<file path="src/inc/shcr_pkg.sv">
// Shared constants and types for the host control register bank
package shcr_pkg;

    // Register word offsets inside the 2 KB memory space
    localparam logic [10:0] OFF_UID_HI = 11'h024;
    localparam logic [10:0] OFF_UID_LO = 11'h028;
    localparam logic [10:0] OFF_ROM_BASE = 11'h034;
    localparam logic [10:0] OFF_PW_LO = 11'h038;
    localparam logic [10:0] OFF_PW_HI = 11'h03c;
    localparam logic [10:0] OFF_MAKER = 11'h040;
    localparam logic [10:0] OFF_HC_SET = 11'h050;
    localparam logic [10:0] OFF_HC_CLR = 11'h054;
    localparam logic [10:0] OFF_NID_BASE = 11'h064;
    localparam logic [10:0] OFF_NID_STAT = 11'h068;
    localparam logic [10:0] OFF_CH_HI_SET = 11'h070;
    localparam logic [10:0] OFF_CH_HI_CLR = 11'h074;
    localparam logic [10:0] OFF_CH_LO_SET = 11'h078;
    localparam logic [10:0] OFF_CH_LO_CLR = 11'h07c;
    localparam logic [10:0] OFF_EV_SET = 11'h080;
    localparam logic [10:0] OFF_EV_CLR = 11'h084;

    // Host control bit positions and implemented-bit masks
    localparam int HC_LINK_POWER = 19;
    localparam int HC_POSTED_WR = 18;
    localparam int HC_LINK_EN = 17;
    localparam int HC_SOFT_RST = 16;
    localparam logic [31:0] HC_MASK = 32'h000f0000;
    localparam logic [31:0] ROM_BASE_MASK = 32'hfffffc00;
    localparam logic [31:0] NID_BASE_MASK = 32'hfffff800;
    localparam logic [31:0] EV_MASK = 32'h07fb03ff;
    localparam logic [31:0] ZERO_WORD = 32'h00000000;

    // Event bit positions
    localparam int EV_PHY_REG_RX = 26;
    localparam int EV_CYC_LONG = 25;
    localparam int EV_UNRECOV = 24;
    localparam int EV_CYC_INCON = 23;
    localparam int EV_CYC_LOST = 22;
    localparam int EV_CYC_64S = 21;
    localparam int EV_CYC_SYNC = 20;
    localparam int EV_PHY_INT = 19;
    localparam int EV_BUS_RESET = 18 - 1;
    localparam int EV_NID_DONE = 16;
    localparam int EV_LOCK_ERR = 9;
    localparam int EV_PW_ERR = 8;

    // Config ROM window: 1 KB serviced, first five words are local
    localparam logic [11:0] ROM_WIN_BYTES = 12'h400;
    localparam logic [11:0] ROM_LOCAL_BYTES = 12'h014;

    // Timing: cycle too long is strictly more than 115 us, at most 120 us
    localparam int CLK_PERIOD_NS = 4;
    localparam int CYC_LONG_MIN_US = 115;
    localparam int CYC_LONG_MAX_US = 120;
    localparam int CYC_LONG_CYC = CYC_LONG_MIN_US * 1000 / CLK_PERIOD_NS + 1;
    localparam int CYC_LONG_MAX_CYC = CYC_LONG_MAX_US * 1000 / CLK_PERIOD_NS;
    localparam int SOFT_RST_CYC = 16;

    // Pulses from the link core that raise event bits directly
    typedef struct packed {
        logic phy_reg_rx;
        logic unrecov_err;
        logic cyc_lost;
        logic phy_int_req;
        logic bus_reset;
        logic lock_resp_err;
        logic [7:0] low_events;
    } shcr_hw_event_t;

    // Node announce receiver progress pulses
    typedef struct packed {
        logic start;
        logic word;
        logic done;
        logic error;
    } shcr_announce_t;

endpackage : shcr_pkg

</file>
<file path="src/core/shcr_regs.sv">
// Host control and status register bank of the serial bus link
`timescale 1ns/1ps
// What this block does
// - Unique ID cleared by hard reset, write-lockable
// - ROM space: only word reads below 1K
// - ROM base on 1K boundary, low bits zero
// - First five ROM words answered locally
// - Capture failed posted write offset, source ID
// - Set/clear addresses; read returns contents
// - Bit 19 gates PHY register traffic
// - Bit 18 selects pending ack or queue
// - Bit 17 enables packet traffic, reset clears
// - Bit 16 soft reset, self-clearing unless written while busy, reads busy
// - Announce buffer base bits 31-11, low zero
// - Announce error bit set and auto-cleared
// - Generation counts receptions, wraps after 255
// - Size counts words, bus reset clears
// - 64-bit channel mask with set/clear
// - Cycle too long after 115 us
// - Cycle inconsistent and cycle lost events
// - 64-second and cycle sync events
// - PHY data, PHY irq, bus reset, announce done
// - Unrecoverable, lock response, posted write errors
module shcr_regs #(
    parameter int CYC_LONG_LIMIT = shcr_pkg::CYC_LONG_CYC,
    parameter logic [31:0] MAKER_CODE = 32'h00c0ffee // Arbitrary value
) (
    input wire logic sys_clk,
    input wire logic rst_n,
    input wire logic clk_en,
    input wire logic req_valid,
    input wire logic req_write,
    input wire logic [10:0] req_addr,
    input wire logic [31:0] req_wdata,
    output logic rd_valid,
    output logic [31:0] rd_data,
    input wire logic id_write_lock_bit,
    input wire logic rom_req,
    input wire logic rom_word_read,
    input wire logic [11:0] rom_offset,
    output logic rom_done,
    output logic rom_type_error,
    output logic rom_local,
    output logic [31:0] rom_host_addr,
    input wire logic pw_err,
    input wire logic [47:0] pw_dest_offset,
    input wire logic [15:0] pw_source_id,
    input wire shcr_pkg::shcr_announce_t announce,
    input wire shcr_pkg::shcr_hw_event_t hw_event,
    input wire logic cs_tx_start,
    input wire logic sag_end,
    input wire logic cs_rx,
    input wire logic [12:0] cs_rx_count,
    input wire logic [12:0] local_cycle_count,
    input wire logic cycle_sec_bit7,
    output logic phy_reg_permit,
    output logic posted_wr_en,
    output logic link_en,
    output logic soft_reset_busy,
    output logic [63:0] rx_channel_mask,
    output logic [31:0] announce_base,
    output logic [31:0] event_flags
);

    logic [31:0] uid_hi_reg;
    logic [31:0] uid_lo_reg;
    logic [31:0] rom_base_reg;
    logic [31:0] pw_lo_reg;
    logic [31:0] pw_hi_reg;
    logic [31:0] hc_reg;
    logic [31:0] nid_base_reg;
    logic nid_err_reg;
    logic [7:0] nid_gen_reg;
    logic [10:0] nid_size_reg;
    logic [31:0] ch_hi_reg;
    logic [31:0] ch_lo_reg;
    logic [31:0] ev_reg;
    logic [31:0] ev_next;
    logic [31:0] hw_set;
    logic [4:0] srst_cnt_reg;
    logic [4:0] srst_age_reg;
    logic [15:0] long_cnt_reg;
    logic long_run_reg;
    logic sec7_reg;
    logic lsb_reg;
    logic wr;
    logic srst_start;
    logic long_hit;

    // Write strobe; all accesses are whole aligned words
    assign wr = req_valid && req_write;
    // soft reset starts on a set write while idle
    assign srst_start = wr && (req_addr == shcr_pkg::OFF_HC_SET)
        && req_wdata[shcr_pkg::HC_SOFT_RST] && (srst_cnt_reg == 5'h00);

    // unique ID, hard reset only, gated by the lock bit
    always_ff @(posedge sys_clk or negedge rst_n)
    begin
        if (!rst_n)
        begin
            uid_hi_reg <= shcr_pkg::ZERO_WORD;
            uid_lo_reg <= shcr_pkg::ZERO_WORD;
        end
        else if (clk_en && wr && !id_write_lock_bit)
        begin
            if (req_addr == shcr_pkg::OFF_UID_HI)
                uid_hi_reg <= req_wdata;
            if (req_addr == shcr_pkg::OFF_UID_LO)
                uid_lo_reg <= req_wdata;
        end
    end

    // ROM base keeps only 1K-aligned bits
    // announce base keeps only 2K-aligned bits
    always_ff @(posedge sys_clk or negedge rst_n)
    begin
        if (!rst_n)
        begin
            rom_base_reg <= shcr_pkg::ZERO_WORD;
            nid_base_reg <= shcr_pkg::ZERO_WORD;
        end
        else if (clk_en)
        begin
            if (srst_start)
            begin
                rom_base_reg <= shcr_pkg::ZERO_WORD;
                nid_base_reg <= shcr_pkg::ZERO_WORD;
            end
            else if (wr && req_addr == shcr_pkg::OFF_ROM_BASE)
                rom_base_reg <= req_wdata & shcr_pkg::ROM_BASE_MASK;
            else if (wr && req_addr == shcr_pkg::OFF_NID_BASE)
                nid_base_reg <= req_wdata & shcr_pkg::NID_BASE_MASK;
        end
    end

    // failed write address captured on each posted write error
    always_ff @(posedge sys_clk or negedge rst_n)
    begin
        if (!rst_n)
        begin
            pw_lo_reg <= shcr_pkg::ZERO_WORD;
            pw_hi_reg <= shcr_pkg::ZERO_WORD;
        end
        else if (clk_en && pw_err)
        begin
            pw_lo_reg <= pw_dest_offset[31:0];
            pw_hi_reg <= {pw_source_id, pw_dest_offset[47:32]};
        end
    end

    // link power cleared by both resets
    // link enable cleared by both resets
    // busy bit follows the soft reset counter
    always_ff @(posedge sys_clk or negedge rst_n)
    begin
        if (!rst_n)
            hc_reg <= shcr_pkg::ZERO_WORD;
        else if (clk_en)
        begin
            if (srst_start)
                hc_reg <= shcr_pkg::ZERO_WORD;
            else if (wr && req_addr == shcr_pkg::OFF_HC_SET)
                hc_reg <= hc_reg | (req_wdata & shcr_pkg::HC_MASK);
            else if (wr && req_addr == shcr_pkg::OFF_HC_CLR)
                hc_reg <= hc_reg & ~(req_wdata & shcr_pkg::HC_MASK);
        end
    end

    // Soft reset length; writes to bit 16 while busy do not restart it but stay set in hc_reg
    always_ff @(posedge sys_clk or negedge rst_n)
    begin
        if (!rst_n)
            srst_cnt_reg <= 5'h00;
        else if (clk_en)
        begin
            if (srst_start)
                srst_cnt_reg <= 5'(shcr_pkg::SOFT_RST_CYC);
            else if (srst_cnt_reg != 5'h00)
                srst_cnt_reg <= srst_cnt_reg - 5'h01;
        end
    end

    // Checker only: enabled cycles since soft reset began, stops at end
    always_ff @(posedge sys_clk or negedge rst_n)
    begin
        if (!rst_n)
            srst_age_reg <= 5'h00;
        else if (clk_en)
        begin
            if (srst_start)
                srst_age_reg <= 5'h01;
            else if (srst_age_reg != 5'h00
                && srst_age_reg < 5'(shcr_pkg::SOFT_RST_CYC + 1))
                srst_age_reg <= srst_age_reg + 5'h01;
        end
    end

    // channel mask set and clear words
    always_ff @(posedge sys_clk or negedge rst_n)
    begin
        if (!rst_n)
        begin
            ch_hi_reg <= shcr_pkg::ZERO_WORD;
            ch_lo_reg <= shcr_pkg::ZERO_WORD;
        end
        else if (clk_en)
        begin
            if (srst_start)
            begin
                ch_hi_reg <= shcr_pkg::ZERO_WORD;
                ch_lo_reg <= shcr_pkg::ZERO_WORD;
            end
            else if (wr)
            begin
                if (req_addr == shcr_pkg::OFF_CH_HI_SET)
                    ch_hi_reg <= ch_hi_reg | req_wdata;
                if (req_addr == shcr_pkg::OFF_CH_HI_CLR)
                    ch_hi_reg <= ch_hi_reg & ~req_wdata;
                if (req_addr == shcr_pkg::OFF_CH_LO_SET)
                    ch_lo_reg <= ch_lo_reg | req_wdata;
                if (req_addr == shcr_pkg::OFF_CH_LO_CLR)
                    ch_lo_reg <= ch_lo_reg & ~req_wdata;
            end
        end
    end

    // error follows the outcome of the latest reception
    // generation bumps at each start and wraps naturally
    // size counts words, bus reset clears it
    always_ff @(posedge sys_clk or negedge rst_n)
    begin
        if (!rst_n)
        begin
            nid_err_reg <= 1'b0;
            nid_gen_reg <= 8'h00;
            nid_size_reg <= 11'h000;
        end
        else if (clk_en)
        begin
            if (announce.done)
                nid_err_reg <= announce.error;
            if (announce.start)
                nid_gen_reg <= nid_gen_reg + 8'h01;
            if (hw_event.bus_reset || srst_start)
                nid_size_reg <= 11'h000;
            else if (announce.word)
                nid_size_reg <= nid_size_reg + 11'h001;
        end
    end

    // time from cycle start send to subaction gap end
    always_ff @(posedge sys_clk or negedge rst_n)
    begin
        if (!rst_n)
        begin
            long_cnt_reg <= 16'h0000;
            long_run_reg <= 1'b0;
        end
        else if (clk_en)
        begin
            if (cs_tx_start)
            begin
                long_cnt_reg <= 16'h0000;
                long_run_reg <= 1'b1;
            end
            else if (sag_end || long_hit)
                long_run_reg <= 1'b0;
            else if (long_run_reg)
                long_cnt_reg <= long_cnt_reg + 16'h0001;
        end
    end
    // Fires once, one cycle past the 115 us mark
    assign long_hit = long_run_reg && !sag_end
        && (long_cnt_reg == 16'(CYC_LONG_LIMIT - 1));

    // previous levels for change detection of the cycle timer
    always_ff @(posedge sys_clk or negedge rst_n)
    begin
        if (!rst_n)
        begin
            sec7_reg <= 1'b0;
            lsb_reg <= 1'b0;
        end
        else if (clk_en)
        begin
            sec7_reg <= cycle_sec_bit7;
            lsb_reg <= local_cycle_count[0];
        end
    end

    always_comb
    begin
        hw_set = shcr_pkg::ZERO_WORD;
        hw_set[shcr_pkg::EV_PHY_REG_RX] = hw_event.phy_reg_rx;
        hw_set[shcr_pkg::EV_CYC_LONG] = long_hit;
        hw_set[shcr_pkg::EV_UNRECOV] = hw_event.unrecov_err;
        hw_set[shcr_pkg::EV_CYC_INCON] = cs_rx
            && (cs_rx_count != local_cycle_count);
        hw_set[shcr_pkg::EV_CYC_LOST] = hw_event.cyc_lost;
        hw_set[shcr_pkg::EV_CYC_64S] = sec7_reg != cycle_sec_bit7;
        hw_set[shcr_pkg::EV_CYC_SYNC] = lsb_reg != local_cycle_count[0];
        hw_set[shcr_pkg::EV_PHY_INT] = hw_event.phy_int_req;
        hw_set[shcr_pkg::EV_BUS_RESET] = hw_event.bus_reset;
        hw_set[shcr_pkg::EV_NID_DONE] = announce.done;
        hw_set[shcr_pkg::EV_LOCK_ERR] = hw_event.lock_resp_err;
        hw_set[shcr_pkg::EV_PW_ERR] = pw_err;
        hw_set[7:0] = hw_event.low_events;
    end

    // Event flags: a hardware set in the clear cycle is kept
    always_comb
    begin
        ev_next = ev_reg;
        if (wr && req_addr == shcr_pkg::OFF_EV_SET)
            ev_next = ev_next | req_wdata;
        if (wr && req_addr == shcr_pkg::OFF_EV_CLR)
            ev_next = ev_next & ~req_wdata;
        ev_next = (ev_next | hw_set) & shcr_pkg::EV_MASK;
    end

    always_ff @(posedge sys_clk or negedge rst_n)
    begin
        if (!rst_n)
            ev_reg <= shcr_pkg::ZERO_WORD;
        else if (clk_en)
            // A hardware event in the soft reset cycle still sets its bit
            ev_reg <= srst_start ? (hw_set & shcr_pkg::EV_MASK) : ev_next;
    end

    // only word reads inside the first 1K are serviced
    // header and bus info words stay on chip
    always_ff @(posedge sys_clk or negedge rst_n)
    begin
        if (!rst_n)
        begin
            rom_done <= 1'b0;
            rom_type_error <= 1'b0;
            rom_local <= 1'b0;
            rom_host_addr <= shcr_pkg::ZERO_WORD;
        end
        else if (clk_en)
        begin
            rom_done <= rom_req;
            rom_type_error <= rom_req && (!rom_word_read
                || rom_offset >= shcr_pkg::ROM_WIN_BYTES
                || rom_offset[1:0] != 2'b00);
            rom_local <= rom_req && rom_word_read
                && rom_offset < shcr_pkg::ROM_LOCAL_BYTES
                && rom_offset[1:0] == 2'b00;
            rom_host_addr <= rom_base_reg | {22'h000000, rom_offset[9:0]};
        end
    end

    // read mux; both addresses of a pair show the same word
    always_ff @(posedge sys_clk or negedge rst_n)
    begin
        if (!rst_n)
        begin
            rd_valid <= 1'b0;
            rd_data <= shcr_pkg::ZERO_WORD;
        end
        else if (clk_en)
        begin
            rd_valid <= req_valid && !req_write;
            case (req_addr)
                shcr_pkg::OFF_UID_HI: rd_data <= uid_hi_reg;
                shcr_pkg::OFF_UID_LO: rd_data <= uid_lo_reg;
                shcr_pkg::OFF_ROM_BASE: rd_data <= rom_base_reg;
                shcr_pkg::OFF_PW_LO: rd_data <= pw_lo_reg;
                shcr_pkg::OFF_PW_HI: rd_data <= pw_hi_reg;
                shcr_pkg::OFF_MAKER: rd_data <= MAKER_CODE;
                shcr_pkg::OFF_HC_SET, shcr_pkg::OFF_HC_CLR:
                    rd_data <= hc_reg | {15'h0000, srst_cnt_reg != 5'h00,
                        16'h0000};
                shcr_pkg::OFF_NID_BASE: rd_data <= nid_base_reg;
                shcr_pkg::OFF_NID_STAT:
                    rd_data <= {nid_err_reg, 7'h00, nid_gen_reg, 3'h0,
                        nid_size_reg, 2'h0};
                shcr_pkg::OFF_CH_HI_SET, shcr_pkg::OFF_CH_HI_CLR:
                    rd_data <= ch_hi_reg;
                shcr_pkg::OFF_CH_LO_SET, shcr_pkg::OFF_CH_LO_CLR:
                    rd_data <= ch_lo_reg;
                shcr_pkg::OFF_EV_SET, shcr_pkg::OFF_EV_CLR:
                    rd_data <= ev_reg;
                default: rd_data <= shcr_pkg::ZERO_WORD;
            endcase
        end
    end

    // PHY register traffic only when link power is set
    // posted write queue enable; low means pending ack for all
    // the far side changes bit 18 only with link disabled
    assign phy_reg_permit = hc_reg[shcr_pkg::HC_LINK_POWER];
    assign posted_wr_en = hc_reg[shcr_pkg::HC_POSTED_WR];
    assign link_en = hc_reg[shcr_pkg::HC_LINK_EN];
    assign soft_reset_busy = srst_cnt_reg != 5'h00;
    assign rx_channel_mask = {ch_hi_reg, ch_lo_reg};
    assign announce_base = nid_base_reg;
    assign event_flags = ev_reg;

    // locked unique ID does not move on writes
    a_uid_lock_hold: assert property (@(posedge sys_clk) disable iff (!rst_n)
        clk_en && wr && id_write_lock_bit |=> $stable(uid_hi_reg)
        && $stable(uid_lo_reg))
        else $error("Unique ID changed while locked");

    // ROM base low bits always zero
    a_rom_base_align: assert property (@(posedge sys_clk) disable iff (!rst_n)
        rom_base_reg[9:0] == 10'h000)
        else $error("ROM base not 1K aligned");

    // non-word access earns a type error
    a_rom_reject: assert property (@(posedge sys_clk) disable iff (!rst_n)
        clk_en && rom_req && !rom_word_read |=> rom_type_error && !rom_local)
        else $error("ROM non-read not rejected");

    // capture holds the upper offset bits and source
    a_pw_capture: assert property (@(posedge sys_clk) disable iff (!rst_n)
        clk_en && pw_err |=> pw_hi_reg == {$past(pw_source_id),
        $past(pw_dest_offset[47:32])} && ev_reg[shcr_pkg::EV_PW_ERR])
        else $error("Posted write capture wrong");

    // busy holds for the whole soft reset then drops
    a_soft_rst_len: assert property (@(posedge sys_clk) disable iff (!rst_n)
        srst_age_reg != 5'h00 |-> (soft_reset_busy
        == (srst_age_reg < 5'(shcr_pkg::SOFT_RST_CYC + 1)))
        && (srst_age_reg != 5'h01 || !link_en))
        else $error("Soft reset length wrong");

    // generation increments by one per start
    a_gen_step: assert property (@(posedge sys_clk) disable iff (!rst_n)
        clk_en && announce.start |=> nid_gen_reg == $past(nid_gen_reg)
        + 8'h01)
        else $error("Generation did not step");

    a_size_clear: assert property (@(posedge sys_clk) disable iff (!rst_n)
        clk_en && hw_event.bus_reset |=> nid_size_reg == 11'h000
        && ev_reg[shcr_pkg::EV_BUS_RESET])
        else $error("Size not cleared by bus reset");

    // threshold sits below the 120 us end of the band
    a_cyc_long_band: assert property (@(posedge sys_clk) disable iff (!rst_n)
        long_hit |-> long_cnt_reg < 16'(shcr_pkg::CYC_LONG_MAX_CYC)
        ##1 ev_reg[shcr_pkg::EV_CYC_LONG] || !clk_en)
        else $error("Cycle too long out of band");

    // hardware set beats a simultaneous clear
    a_set_wins: assert property (@(posedge sys_clk) disable iff (!rst_n)
        clk_en && announce.done |=> ev_reg[shcr_pkg::EV_NID_DONE])
        else $error("Announce done event lost");

    // set write enables the channel bits
    a_chan_set: assert property (@(posedge sys_clk) disable iff (!rst_n)
        clk_en && wr && req_addr == shcr_pkg::OFF_CH_LO_SET && !srst_start
        |=> (ch_lo_reg & $past(req_wdata)) == $past(req_wdata))
        else $error("Channel set lost");

endmodule : shcr_regs

</file>
<file path="config.mk">
export PLATFORM = sky130hd
export DESIGN_NAME = shcr_regs
export DESIGN_NICKNAME = d
export VERILOG_FILES = /design/src/inc/shcr_pkg.sv /design/src/core/shcr_regs.sv
export SDC_FILE = /design/constraint.sdc
export NUM_CORES = 1
export LEC_CHECK = 0
export CORE_UTILIZATION = 45
export DETAILED_ROUTE_END_ITERATION = 6
export DONT_BUFFER_PORTS = 1
export MAX_ROUTING_LAYER = met4
export PLACE_DENSITY_LB_ADDON = 0.3
export SLEW_MARGIN = 0
export SYNTH_ARGS = -nofsm -noshare
export SYNTH_HDL_FRONTEND = slang
export SYNTH_SLANG_ARGS = --single-unit
</file>
<file path="constraint.sdc">
create_clock -name sys_clk -period 4.8 [get_ports sys_clk]
set_clock_uncertainty 0.05 [all_clocks]
set_input_delay 0.72 -clock sys_clk [delete_from_list [all_inputs] [get_ports sys_clk]]
set_output_delay 0.72 -clock sys_clk [all_outputs]
set_load 0.005 [all_outputs]
</file>
Word level (Yosys, flattened, before mapping)
Cells that the tools add are included.

Output and inout bits: 200. Flip-flop bits (word level): 427.

Reduce and logical (&&, ||, !) cells: 59. Equal/unequal tests: 22. Muxes and demuxes: 29. Add/sub/neg operators: 4. Bitwise gates (word level): 13. Order comparisons: 2.

Operators by type and width (number): 32-bit two-way mux (16); 32-bit one-hot mux with 12 select lines (1); 11-bit by 7-bit == test with 1-bit output, second input constant (9); 32-bit bitwise AND (3); 27-bit two-way mux (3); 32-bit OR (2); 11-bit by 6-bit == test with 1-bit output, second input constant (5); 27-bit OR (2); 16-bit two-way mux (3); 20-bit inverter with 32-bit output (1); 32-bit inverter (1); 32-bit by 10-bit OR with 32-bit output (1); 32-bit by 17-bit OR with 32-bit output (1); 32-bit by 20-bit OR with 32-bit output (1); 27-bit bitwise AND (1); 11-bit by 8-bit == test with 1-bit output, second input constant (2); 11-bit two-way mux (2); 1-bit logical AND (20); 2-bit AND reduction (9); 16-bit by 1-bit adder with 16-bit output, second input constant (1); 16-bit by 15-bit == test with 1-bit output, second input constant (1); 2-bit nonzero test (8); 13-bit != test (1); 12-bit by 11-bit >= comparator with 1-bit output, second input constant (1); 16 further kinds (34).

Depth between registers and ports, before layout
Gate-level depths: netlist of the first run.

Depth after elaboration: 7. Mapped depth: 10. Gate-level depth less buffers: 8.

Worst setup path before layout of the first run
No wires, ideal clock.

Kind: input to register. Start: input port req_addr[4]. End: register uid_hi_reg[27]. Slack: 2.214 ns. Arrival time: 2.412 ns. Data required time: 4.625 ns. Buffers on the path: 2. Stages: 6. Library setup time: 0.125 ns. Cells stage by stage: buf_4 nor4b_4 nand2_1 nor4_4 buf_4 mux2_2.

Word-level cells in the longest chain between the ends: 2.

Ends and longest elaborated chain: start: declaration (line shcr_regs.sv:33) `input wire logic [10:0] req_addr,`; 11-bit by 6-bit == test with 1-bit output (line shcr_regs.sv:106) `if (req_addr == shcr_pkg::OFF_UID_HI)`; 2-bit AND reduction (no source line); end signal: assignment (line shcr_regs.sv:101) `uid_hi_reg <= shcr_pkg::ZERO_WORD;`; end signal: assignment (line shcr_regs.sv:107) `uid_hi_reg <= req_wdata;`; end: declaration (line shcr_regs.sv:65) `logic [31:0] uid_hi_reg;`.

Every way passes these cells. A chain may end at the register's enable or synchronous reset.

Final worst setup path of the first run
Start: input port req_addr[7]. End: register ch_hi_reg[16].

Word-level cells in the longest chain between the ends: 6.

Ends and longest elaborated chain: 11-bit by 7-bit == test with 1-bit output (line shcr_regs.sv:93) `assign srst_start = wr && (req_addr == shcr_pkg::OFF_HC_SET)`; 1-bit logical AND (line shcr_regs.sv:93); 1-bit logical AND (2 in a row) (line shcr_regs.sv:94) `&& req_wdata[shcr_pkg::HC_SOFT_RST] && (srst_cnt_reg == 5'h00);`; 3-bit nonzero test (no source line) / 2-bit nonzero test (equally long branches); 3-bit AND reduction (no source line); end signal: assignment (line shcr_regs.sv:203) `ch_hi_reg <= shcr_pkg::ZERO_WORD;`; end signal: assignment (line shcr_regs.sv:210) `ch_hi_reg <= shcr_pkg::ZERO_WORD;`; end signal: assignment (line shcr_regs.sv:216) `ch_hi_reg <= ch_hi_reg | req_wdata;`; end: declaration (line shcr_regs.sv:75) `logic [31:0] ch_hi_reg;`.

Several ways; a longest one is shown, not always the timed one. The select of a mux whose other input is x is not followed.

==> run_summary.xml, run 1 <==
<?xml version="1.0" encoding="UTF-8"?>
<metrics>
  <group name="power_and_ir_drop">
    <metric name="fin_total_pwr" unit="uW">7320</metric>
    <metric name="power.density" unit="mW/mm^2">371</metric>
    <metric name="peakVddDrop" unit="mV">0.219</metric>
    <metric name="power.leakage" unit="uW">0.00851</metric>
  </group>
  <group name="grt">
    <metric name="global_route_wire_length_before_repair" unit="um">95000</metric>
    <metric name="global_route.usage.total" unit="">0.326</metric>
    <metric name="first_global_vias" unit="">13700</metric>
    <metric name="antenna_found_initial" unit="">4</metric>
    <metric name="grt_start_max_net_pins" unit="">372</metric>
    <metric name="global_route.overflow_total" unit="">0</metric>
  </group>
  <group name="clock_network">
    <metric name="h_tree_level_count" unit="">2</metric>
    <metric name="tritoncts_clock_tree" unit="">yes</metric>
    <metric name="buffers_inserted_during_post_cts_setup_optimization" unit="">0</metric>
    <metric name="clock_tree.root_cell" unit="">sky130_fd_sc_hd__clkbuf_16</metric>
    <metric name="cts_resized" unit="">0</metric>
    <metric name="worstSkewPairLatency" unit="ns">0.58</metric>
    <metric name="tritoncts_num_sinks" unit="">371</metric>
    <metric name="cts_made_buffers" unit="">42</metric>
    <metric name="max-clock-path-buffers" unit="">3</metric>
    <metric name="clkTransAtPathRegs" unit="ns">0.06</metric>
  </group>
  <group name="finish">
    <metric name="instances_no_fill" unit="">2143</metric>
    <metric name="layout-drive-gt1-share" unit="">0.181</metric>
    <metric name="postLayoutCoreUtil" unit="">0.506</metric>
    <metric name="final_net_count" unit="">1771</metric>
    <metric name="fillCellCount" unit="">3504</metric>
    <metric name="syn_to_final_growth" unit="%">9.65</metric>
  </group>
  <group name="detailed_routing">
    <metric name="vias" unit="">14200</metric>
    <metric name="drtAntennaViolNets" unit="">0</metric>
    <metric name="post_drt_wl_per_cell" unit="um">30.2</metric>
    <metric name="post-route-drc-count" unit="">0</metric>
    <metric name="drt-total-wl" unit="um">64700</metric>
    <metric name="drt_iter0_markers" unit="">1565</metric>
    <metric name="via_per_inst" unit="">6.64</metric>
    <metric name="drt_pass1_iterations" unit="">6</metric>
  </group>
  <group name="synth">
    <metric name="combined_area_of_all_synthesized_cells" unit="sq mm">0.0180</metric>
    <metric name="synth-compound-area-share" unit="">0.187</metric>
    <metric name="simple_logic_cell_fraction_of_the_synthesized_area" unit="">0.112</metric>
    <metric name="yosys.cell_types.count" unit="">77</metric>
    <metric name="yosys-mux-area-fraction" unit="">0.116</metric>
    <metric name="postSynth.asyncResetShare" unit="">1.00</metric>
    <metric name="synth_top_family_by_area" unit="">compound AO/OA/AOI/OAI gates</metric>
    <metric name="synth.avg_cell_area" unit="sq um">11.0</metric>
    <metric name="synth_xor_area_frac" unit="">0.0170</metric>
    <metric name="ys_seq_area_frac" unit="">0.516</metric>
    <metric name="synth-warning-count" unit="">0</metric>
    <metric name="synth_adder_area_share" unit="">0.00417</metric>
    <metric name="synth_seq_cells" unit="">371</metric>
    <metric name="netlist_instances" unit="">1643</metric>
    <metric name="synth_edf_count" unit="">0</metric>
    <metric name="synth_flop_cell" unit="">sky130_fd_sc_hd__dfrtp_1</metric>
  </group>
  <group name="floorplan">
    <metric name="io_count" unit="">376</metric>
    <metric name="initial_core_util" unit="">0.461</metric>
    <metric name="rows" unit="">72</metric>
    <metric name="fp.dieArea" unit="sq mm">0.0408</metric>
    <metric name="die_height" unit="um">202</metric>
    <metric name="floorplan.die.width" unit="um">202</metric>
    <metric name="placeableCoreArea" unit="sq mm">0.0390</metric>
  </group>
  <group name="critical_path">
    <metric name="critical_path_arrival" unit="ns">3.33</metric>
    <metric name="setup.worst_path.class" unit="">in -&gt; reg</metric>
    <metric name="cp_max_fo" unit="">32</metric>
    <metric name="cp_data_required_time" unit="ns">5.25</metric>
    <metric name="start_kind" unit="">primary input</metric>
    <metric name="slack_of_the_worst_reg_to_reg_path" unit="ns">2.35</metric>
    <metric name="end_kind" unit="">register</metric>
  </group>
  <group name="timing">
    <metric name="rsz0062_at_grt" unit="">no</metric>
    <metric name="setup_viol" unit="">0</metric>
    <metric name="max_freq" unit="MHz">347</metric>
    <metric name="report.final.hold_viol_count" unit="">371</metric>
    <metric name="setup_total_negative_slack" unit="ns">0</metric>
    <metric name="worst_hold_slack" unit="ns">-0.189</metric>
    <metric name="max-slew-margin-rel" unit="">0.266</metric>
    <metric name="slew_viol_final" unit="">0</metric>
    <metric name="worst_pin_slew" unit="ns">1.10</metric>
    <metric name="finalWorstPathRequiredPeriod" unit="ns">2.88</metric>
    <metric name="fin_crit_sh" unit="">0.600</metric>
  </group>
  <group name="placement">
    <metric name="gp_congestion" unit="">0.923</metric>
    <metric name="place_inst" unit="">2063</metric>
    <metric name="port_buffers" unit="">0</metric>
    <metric name="dp_hpwl" unit="um">44700</metric>
  </group>
  <group name="status">
    <metric name="failed_checks" unit="">negative hold slack</metric>
    <metric name="run_status" unit="">complete, but fails checks</metric>
  </group>
  <group name="hold_path">
    <metric name="holdCritPathClass" unit="">in -&gt; async</metric>
  </group>
  <group name="run">
    <metric name="max_cap_violations" unit="">0</metric>
  </group>
</metrics>
## area by class of cell
class,instances,area (sq um),share of cell area
multi-input combinational,1116,8000,0.405
clock inverter,15,234,0.0119
antenna,4,10.0,0.000507
inverter,29,109,0.00552
sequential,371,9280,0.471
tap,518,648,0.0328
timing repair buffer,29,218,0.0110
clock buffer,61,1230,0.0625
## logic make-up after synthesis
kind of cell,Yosys count
flip-flops,371
buffers and inverters,178
AO/OA/AOI/OAI,476
multiplexers,187
XOR/XNOR,35
AND/OR/NAND/NOR,389
adder cells (fa/ha/maj),6
other,1
## cells in the final DEF, fill, tap and decap left out, types with 6 or more instances in the layout
cell type,n
sky130_fd_sc_hd__dfrtp_1,371
sky130_fd_sc_hd__nand2_1,173
sky130_fd_sc_hd__mux2_2,168
sky130_fd_sc_hd__a31oi_1,65
sky130_fd_sc_hd__nor2_1,64
sky130_fd_sc_hd__o21ai_0,64
sky130_fd_sc_hd__a22oi_1,62
sky130_fd_sc_hd__a211oi_1,48
sky130_fd_sc_hd__a21oi_1,43
sky130_fd_sc_hd__clkbuf_16,42
sky130_fd_sc_hd__a32o_1,31
sky130_fd_sc_hd__inv_1,29
sky130_fd_sc_hd__a22o_1,29
sky130_fd_sc_hd__buf_4,29
sky130_fd_sc_hd__o21ai_1,26
sky130_fd_sc_hd__conb_1,23
sky130_fd_sc_hd__nand3_1,21
sky130_fd_sc_hd__xnor2_1,20
sky130_fd_sc_hd__a21o_1,19
sky130_fd_sc_hd__nor3_1,18
sky130_fd_sc_hd__mux2i_1,17
sky130_fd_sc_hd__xor2_1,15
sky130_fd_sc_hd__o22ai_1,13
sky130_fd_sc_hd__o2bb2ai_1,13
sky130_fd_sc_hd__and3_1,12
sky130_fd_sc_hd__clkbuf_8,11
sky130_fd_sc_hd__nand2b_1,10
sky130_fd_sc_hd__a221oi_1,10
sky130_fd_sc_hd__o22a_1,8
sky130_fd_sc_hd__nand4_1,8
sky130_fd_sc_hd__nand4b_1,8
sky130_fd_sc_hd__nor4_1,8
sky130_fd_sc_hd__clkbuf_1,8
sky130_fd_sc_hd__and4_1,7
sky130_fd_sc_hd__a221o_1,6
sky130_fd_sc_hd__ha_1,6
## Yosys cell counts, drive strengths merged (21+ instances only)
| cell type | instances | area [sq um] |
|---|---|---|
| dfrtp | 371 | 9280 |
| nand3 | 21 | 105 |
| a22oi | 63 | 478 |
| a211oi | 48 | 360 |
| a31oi | 66 | 413 |
| inv | 29 | 109 |
| a21oi | 43 | 215 |
| buf | 78 | 482 |
| nand2 | 176 | 666 |
| nor2 | 67 | 267 |
| clkbuf | 71 | 267 |
| a32o | 31 | 310 |
| mux2 | 170 | 1910 |
| o21ai | 90 | 450 |
| a22o | 29 | 254 |
## critical path: stages
cell	delay, ns
sky130_fd_sc_hd__and4b_1	0.75
sky130_fd_sc_hd__and3_1	0.54
sky130_fd_sc_hd__nand2_1	0.20
sky130_fd_sc_hd__a31oi_4	0.84
sky130_fd_sc_hd__a22o_1	0.26
## metrics by stage
stage,worst slack [ns],area [sq um]
floorplan,2.21,18100
detailed placement,1.41,18300
global route,1.81,19700
finish,1.92,19700
global placement,1.44,18300
CTS,2.00,19700
## worst paths after layout
path                                              from                            to  depth (start not counted)
setup / recovery                           req_addr[7]     ch_hi_reg[16]$_DFFE_PN0P_                          5
hold / removal                                   rst_n  long_cnt_reg[15]$_DFFE_PN0P_                          0
min in group sys_clk                      req_wdata[8]      ch_lo_reg[8]$_DFFE_PN0P_                          1
max in group asynchronous                        rst_n     ch_lo_reg[23]$_DFFE_PN0P_                          0
hold reg to reg             nid_gen_reg[7]$_DFFE_PN0P_    nid_gen_reg[7]$_DFFE_PN0P_                          1
setup reg to reg           srst_cnt_reg[0]$_DFFE_PN0P_       rd_data[16]$_DFFE_PN0P_                          9
## layer usage
metal | GRT usage | up-vias | share of wire
met2 | 0.471 | 863 | 0.44
met5 | - | - | 0
met1 | 0.415 | 7226 | 0.39
met3 | 0.123 | 142 | 0.13
met4 | 0.117 | 0 | 0.035
li1 | - | 5992 | -
## where the power goes
group	switching [uW]	internal [uW]
Sequential	155	3290
Clock	1360	2060
Combinational	235	221
Power figures use the tool's default switching activity.
==> run 2: changes to the inputs <==
- ABC_AREA: unset -> 1
- clock period: 4.8 -> 2.3 ns (I/O delays scaled with it)
==> run_summary.xml, run 2 <==
<?xml version="1.0" encoding="UTF-8"?>
<metrics>
  <group name="status">
    <metric name="run_status" unit="">complete, but fails checks</metric>
    <metric name="failed_checks" unit="">negative hold slack</metric>
  </group>
  <group name="critical_path">
    <metric name="max_stage_delay" unit="ns">0.40</metric>
    <metric name="critical_path.reg2reg.endpoint" unit="">rom_base_reg[13]$_DFFE_PN0P_</metric>
    <metric name="r2r-start" unit="">srst_cnt_reg[0]$_DFFE_PN0P_</metric>
    <metric name="end_kind" unit="">register</metric>
    <metric name="cp_cell_sequence" unit="">inv_1, ha_1, inv_1, nor3_4, inv_2, nor3_2, nand2_4, nand2_1, buf_4, nand2_1, nand2_1</metric>
    <metric name="slack_of_the_worst_reg_to_reg_path" unit="ns">0.14</metric>
    <metric name="start_kind" unit="">register</metric>
    <metric name="cp_max_fo" unit="">21</metric>
    <metric name="worstRegToRegCells" unit="">11</metric>
    <metric name="critical_path_arrival" unit="ns">2.64</metric>
    <metric name="setup.worst_path.class" unit="">reg -&gt; reg</metric>
    <metric name="dominant_cell_type_by_count_on_the_critical_path" unit="">sky130_fd_sc_hd__nand2_1</metric>
    <metric name="cp_data_required_time" unit="ns">2.78</metric>
    <metric name="critical-path-slowest-cell" unit="">sky130_fd_sc_hd__dfrtp_1</metric>
  </group>
  <group name="synth">
    <metric name="netlist_instances" unit="">2539</metric>
    <metric name="synth.avg_cell_area" unit="sq um">7.63</metric>
    <metric name="synth_edf_count" unit="">0</metric>
    <metric name="synth-warning-count" unit="">0</metric>
    <metric name="ys_seq_area_frac" unit="">0.479</metric>
    <metric name="combined_area_of_all_synthesized_cells" unit="sq mm">0.0194</metric>
    <metric name="postSynth.asyncResetShare" unit="">1.00</metric>
    <metric name="post-synth-top-count-cell" unit="">sky130_fd_sc_hd__nand2_1</metric>
    <metric name="synth_commonest_cells" unit="">sky130_fd_sc_hd__nand2_1 (975), sky130_fd_sc_hd__dfrtp_1 (371), sky130_fd_sc_hd__nand3_1 (205), sky130_fd_sc_hd__nor2_1 (183), sky130_fd_sc_hd__inv_1 (179)</metric>
    <metric name="ys_top_cells_by_area" unit="">sky130_fd_sc_hd__dfrtp_1 (48%), sky130_fd_sc_hd__nand2_1 (19%), sky130_fd_sc_hd__nand3_1 (5.3%)</metric>
    <metric name="synth_flop_cell" unit="">sky130_fd_sc_hd__dfrtp_1</metric>
    <metric name="synth_top_area_cell" unit="">sky130_fd_sc_hd__dfrtp_1</metric>
    <metric name="synth_seq_cells" unit="">371</metric>
    <metric name="yosys.cell_types.count" unit="">41</metric>
    <metric name="synth_top_area_share" unit="">0.479</metric>
  </group>
  <group name="finish">
    <metric name="layout-drive-gt1-share" unit="">0.0978</metric>
    <metric name="instances_no_fill" unit="">3254</metric>
    <metric name="final_common_cell" unit="">sky130_fd_sc_hd__nand2_1</metric>
    <metric name="postLayoutCoreUtil" unit="">0.546</metric>
    <metric name="fillCellCount" unit="">3935</metric>
    <metric name="final_net_count" unit="">2864</metric>
    <metric name="final_cell_mix" unit="">sky130_fd_sc_hd__nand2_1 (973), sky130_fd_sc_hd__dfrtp_1 (371), sky130_fd_sc_hd__nand3_1 (205)</metric>
    <metric name="syn_to_final_growth" unit="%">18.9</metric>
  </group>
  <group name="detailed_routing">
    <metric name="vias" unit="">17800</metric>
    <metric name="drt_pass1_iterations" unit="">6</metric>
    <metric name="drt-total-wl" unit="um">68300</metric>
    <metric name="via_per_inst" unit="">5.48</metric>
    <metric name="drtAntennaViolNets" unit="">0</metric>
    <metric name="post-route-drc-count" unit="">0</metric>
    <metric name="drt_iter0_markers" unit="">1672</metric>
    <metric name="post_drt_wl_per_cell" unit="um">21.0</metric>
  </group>
  <group name="timing">
    <metric name="setup_viol" unit="">0</metric>
    <metric name="rsz0062_at_grt" unit="">no</metric>
    <metric name="max-slew-margin-rel" unit="">0.383</metric>
    <metric name="report.final.hold_viol_count" unit="">371</metric>
    <metric name="slew_viol_final" unit="">0</metric>
    <metric name="fin_crit_sh" unit="">0.939</metric>
    <metric name="pnr_worst_setup_slack" unit="ns">0.141</metric>
    <metric name="max_freq" unit="MHz">463</metric>
    <metric name="finalWorstPathRequiredPeriod" unit="ns">2.16</metric>
    <metric name="setup_total_negative_slack" unit="ns">0</metric>
    <metric name="worst_pin_slew" unit="ns">0.925</metric>
    <metric name="worst_hold_slack" unit="ns">-0.596</metric>
  </group>
  <group name="placement">
    <metric name="gp_congestion" unit="">0.918</metric>
    <metric name="place_inst" unit="">3031</metric>
    <metric name="port_buffers" unit="">0</metric>
    <metric name="detailedPlace.worstSlack" unit="ns">0.0817</metric>
    <metric name="dp_hpwl" unit="um">46400</metric>
  </group>
  <group name="clock_network">
    <metric name="tritoncts_clock_tree" unit="">yes</metric>
    <metric name="clkTransAtPathRegs" unit="ns">0.06</metric>
    <metric name="cts_made_buffers" unit="">43</metric>
    <metric name="worstSkewPairLatency" unit="ns">0.59</metric>
    <metric name="hold_buffers" unit="">145</metric>
    <metric name="h_tree_level_count" unit="">2</metric>
    <metric name="max-clock-path-buffers" unit="">3</metric>
    <metric name="tritoncts_num_sinks" unit="">371</metric>
    <metric name="clock_tree.root_cell" unit="">sky130_fd_sc_hd__clkbuf_16</metric>
    <metric name="buffers_inserted_during_post_cts_setup_optimization" unit="">0</metric>
  </group>
  <group name="power_and_ir_drop">
    <metric name="peakVddDrop" unit="mV">0.450</metric>
    <metric name="comb_power_share" unit="">0.085</metric>
    <metric name="p_int" unit="uW">11600</metric>
    <metric name="netSwitchingPower" unit="uW">3840</metric>
    <metric name="swShare" unit="">0.249</metric>
    <metric name="power.leakage" unit="uW">0.0120</metric>
    <metric name="power.density" unit="mW/mm^2">670</metric>
    <metric name="sequentialPowerShare" unit="">0.460</metric>
    <metric name="power.share.clock" unit="">0.454</metric>
  </group>
  <group name="floorplan">
    <metric name="floorplan.die.width" unit="um">210</metric>
    <metric name="placeableCoreArea" unit="sq mm">0.0422</metric>
    <metric name="die_height" unit="um">210</metric>
    <metric name="initial_core_util" unit="">0.459</metric>
    <metric name="io_count" unit="">376</metric>
    <metric name="rows" unit="">75</metric>
    <metric name="fp.dieArea" unit="sq mm">0.0439</metric>
  </group>
  <group name="grt">
    <metric name="grt_start_max_net_pins" unit="">372</metric>
    <metric name="global_route_wire_length_before_repair" unit="um">105000</metric>
    <metric name="first_global_vias" unit="">17700</metric>
    <metric name="antenna_found_initial" unit="">5</metric>
    <metric name="global_route.overflow_total" unit="">0</metric>
    <metric name="global_route.usage.total" unit="">0.323</metric>
  </group>
  <group name="run">
    <metric name="max_cap_violations" unit="">0</metric>
  </group>
  <group name="hold_path">
    <metric name="holdCritPathClass" unit="">in -&gt; async</metric>
  </group>
</metrics>
[run 2: repair_timing]
item                                    CTS  global route
resized for setup                         0             1
endpoints found under the setup margin    0            26
hold endpoints to repair                707           371
[run 2: power by group through the flow]
stage	Clock [uW]	Sequential (uW)	Combinational, uW
floorplan	0	7130	820
finish	7010	7110	1320
global route	7360	7140	1460
CTS	7120	7100	1290
global placement	0	7190	938
detailed placement	0	7210	980
[run 2: layout make-up]
class / count / area, sq um / area share
Timing Repair Buffer: 217 / 2160 / 0.0936
Clock inverter: 16 / 200 / 0.00868
Antenna cell: 5 / 12.5 / 0.000543
Sequential cell: 371 / 9280 / 0.403
Inverter: 196 / 739 / 0.0321
Tap cell: 539 / 674 / 0.0293
Multi-Input combinational cell: 1853 / 8760 / 0.380
Clock buffer: 57 / 1220 / 0.0529
[run 2: routing by layer]
layer / vias to the layer above / wire length [um] / GRT usage
met4: 0 / 2550 / 0.125
met3: 161 / 6450 / 0.0860
met1: 8532 / 28200 / 0.406
met5: - / 0 / -
met2: 780 / 31100 / 0.496
li1: 8355 / - / -
[run 2: cell families (layout without fill, tap and decap cells)]
logic type,after synthesis,after routing,share of synthesized area
xor gates and xnor gates,33,33,0.0149
AOI/OAI and AO/OA,261,261,0.0743
muxes,60,60,0.0349
buffers and inverters,337,486,0.0760
adders and majority gates,6,6,0.00387
other,1,28,0.000193
and+or+nand+nor,1470,1470,0.317
DFF,371,371,0.479
[run 2: worst max-delay path by stage]
stage | slack (ns) | from | end | cells past startpoint
after floorplan | 0.47 | srst_cnt_reg[0]$_DFFE_PN0P_ | rom_base_reg[24]$_DFFE_PN0P_ | 11
after global placement | 0.13 | req_addr[0] | ch_hi_reg[13]$_DFFE_PN0P_ | 11
after detailed placement | 0.08 | srst_cnt_reg[0]$_DFFE_PN0P_ | rom_base_reg[15]$_DFFE_PN0P_ | 11
after CTS | 0.07 | srst_cnt_reg[0]$_DFFE_PN0P_ | rom_base_reg[13]$_DFFE_PN0P_ | 11
after global routing | 0.003 | srst_cnt_reg[0]$_DFFE_PN0P_ | rom_base_reg[20]$_DFFE_PN0P_ | 11
final | 0.14 | srst_cnt_reg[0]$_DFFE_PN0P_ | rom_base_reg[13]$_DFFE_PN0P_ | 11
[run 2: stage by stage]
step	instance area, sq um	total power, uW	hold slack [ns]
global route	23100	16000	-0.615
global placement	20100	8130	0.0130
detailed placement	20100	8190	0.0109
finish	23100	15400	-0.596
CTS	23000	15500	-0.610
floorplan	19500	7950	-0.000591
[run 2: critical path, delay by kind of cell (launching register included)]
kind | cells | cell delay, ns
simple gates | 6 | 0.90
buf+inv | 4 | 0.59
flops | 1 | 0.40
fa+ha+maj | 1 | 0.15
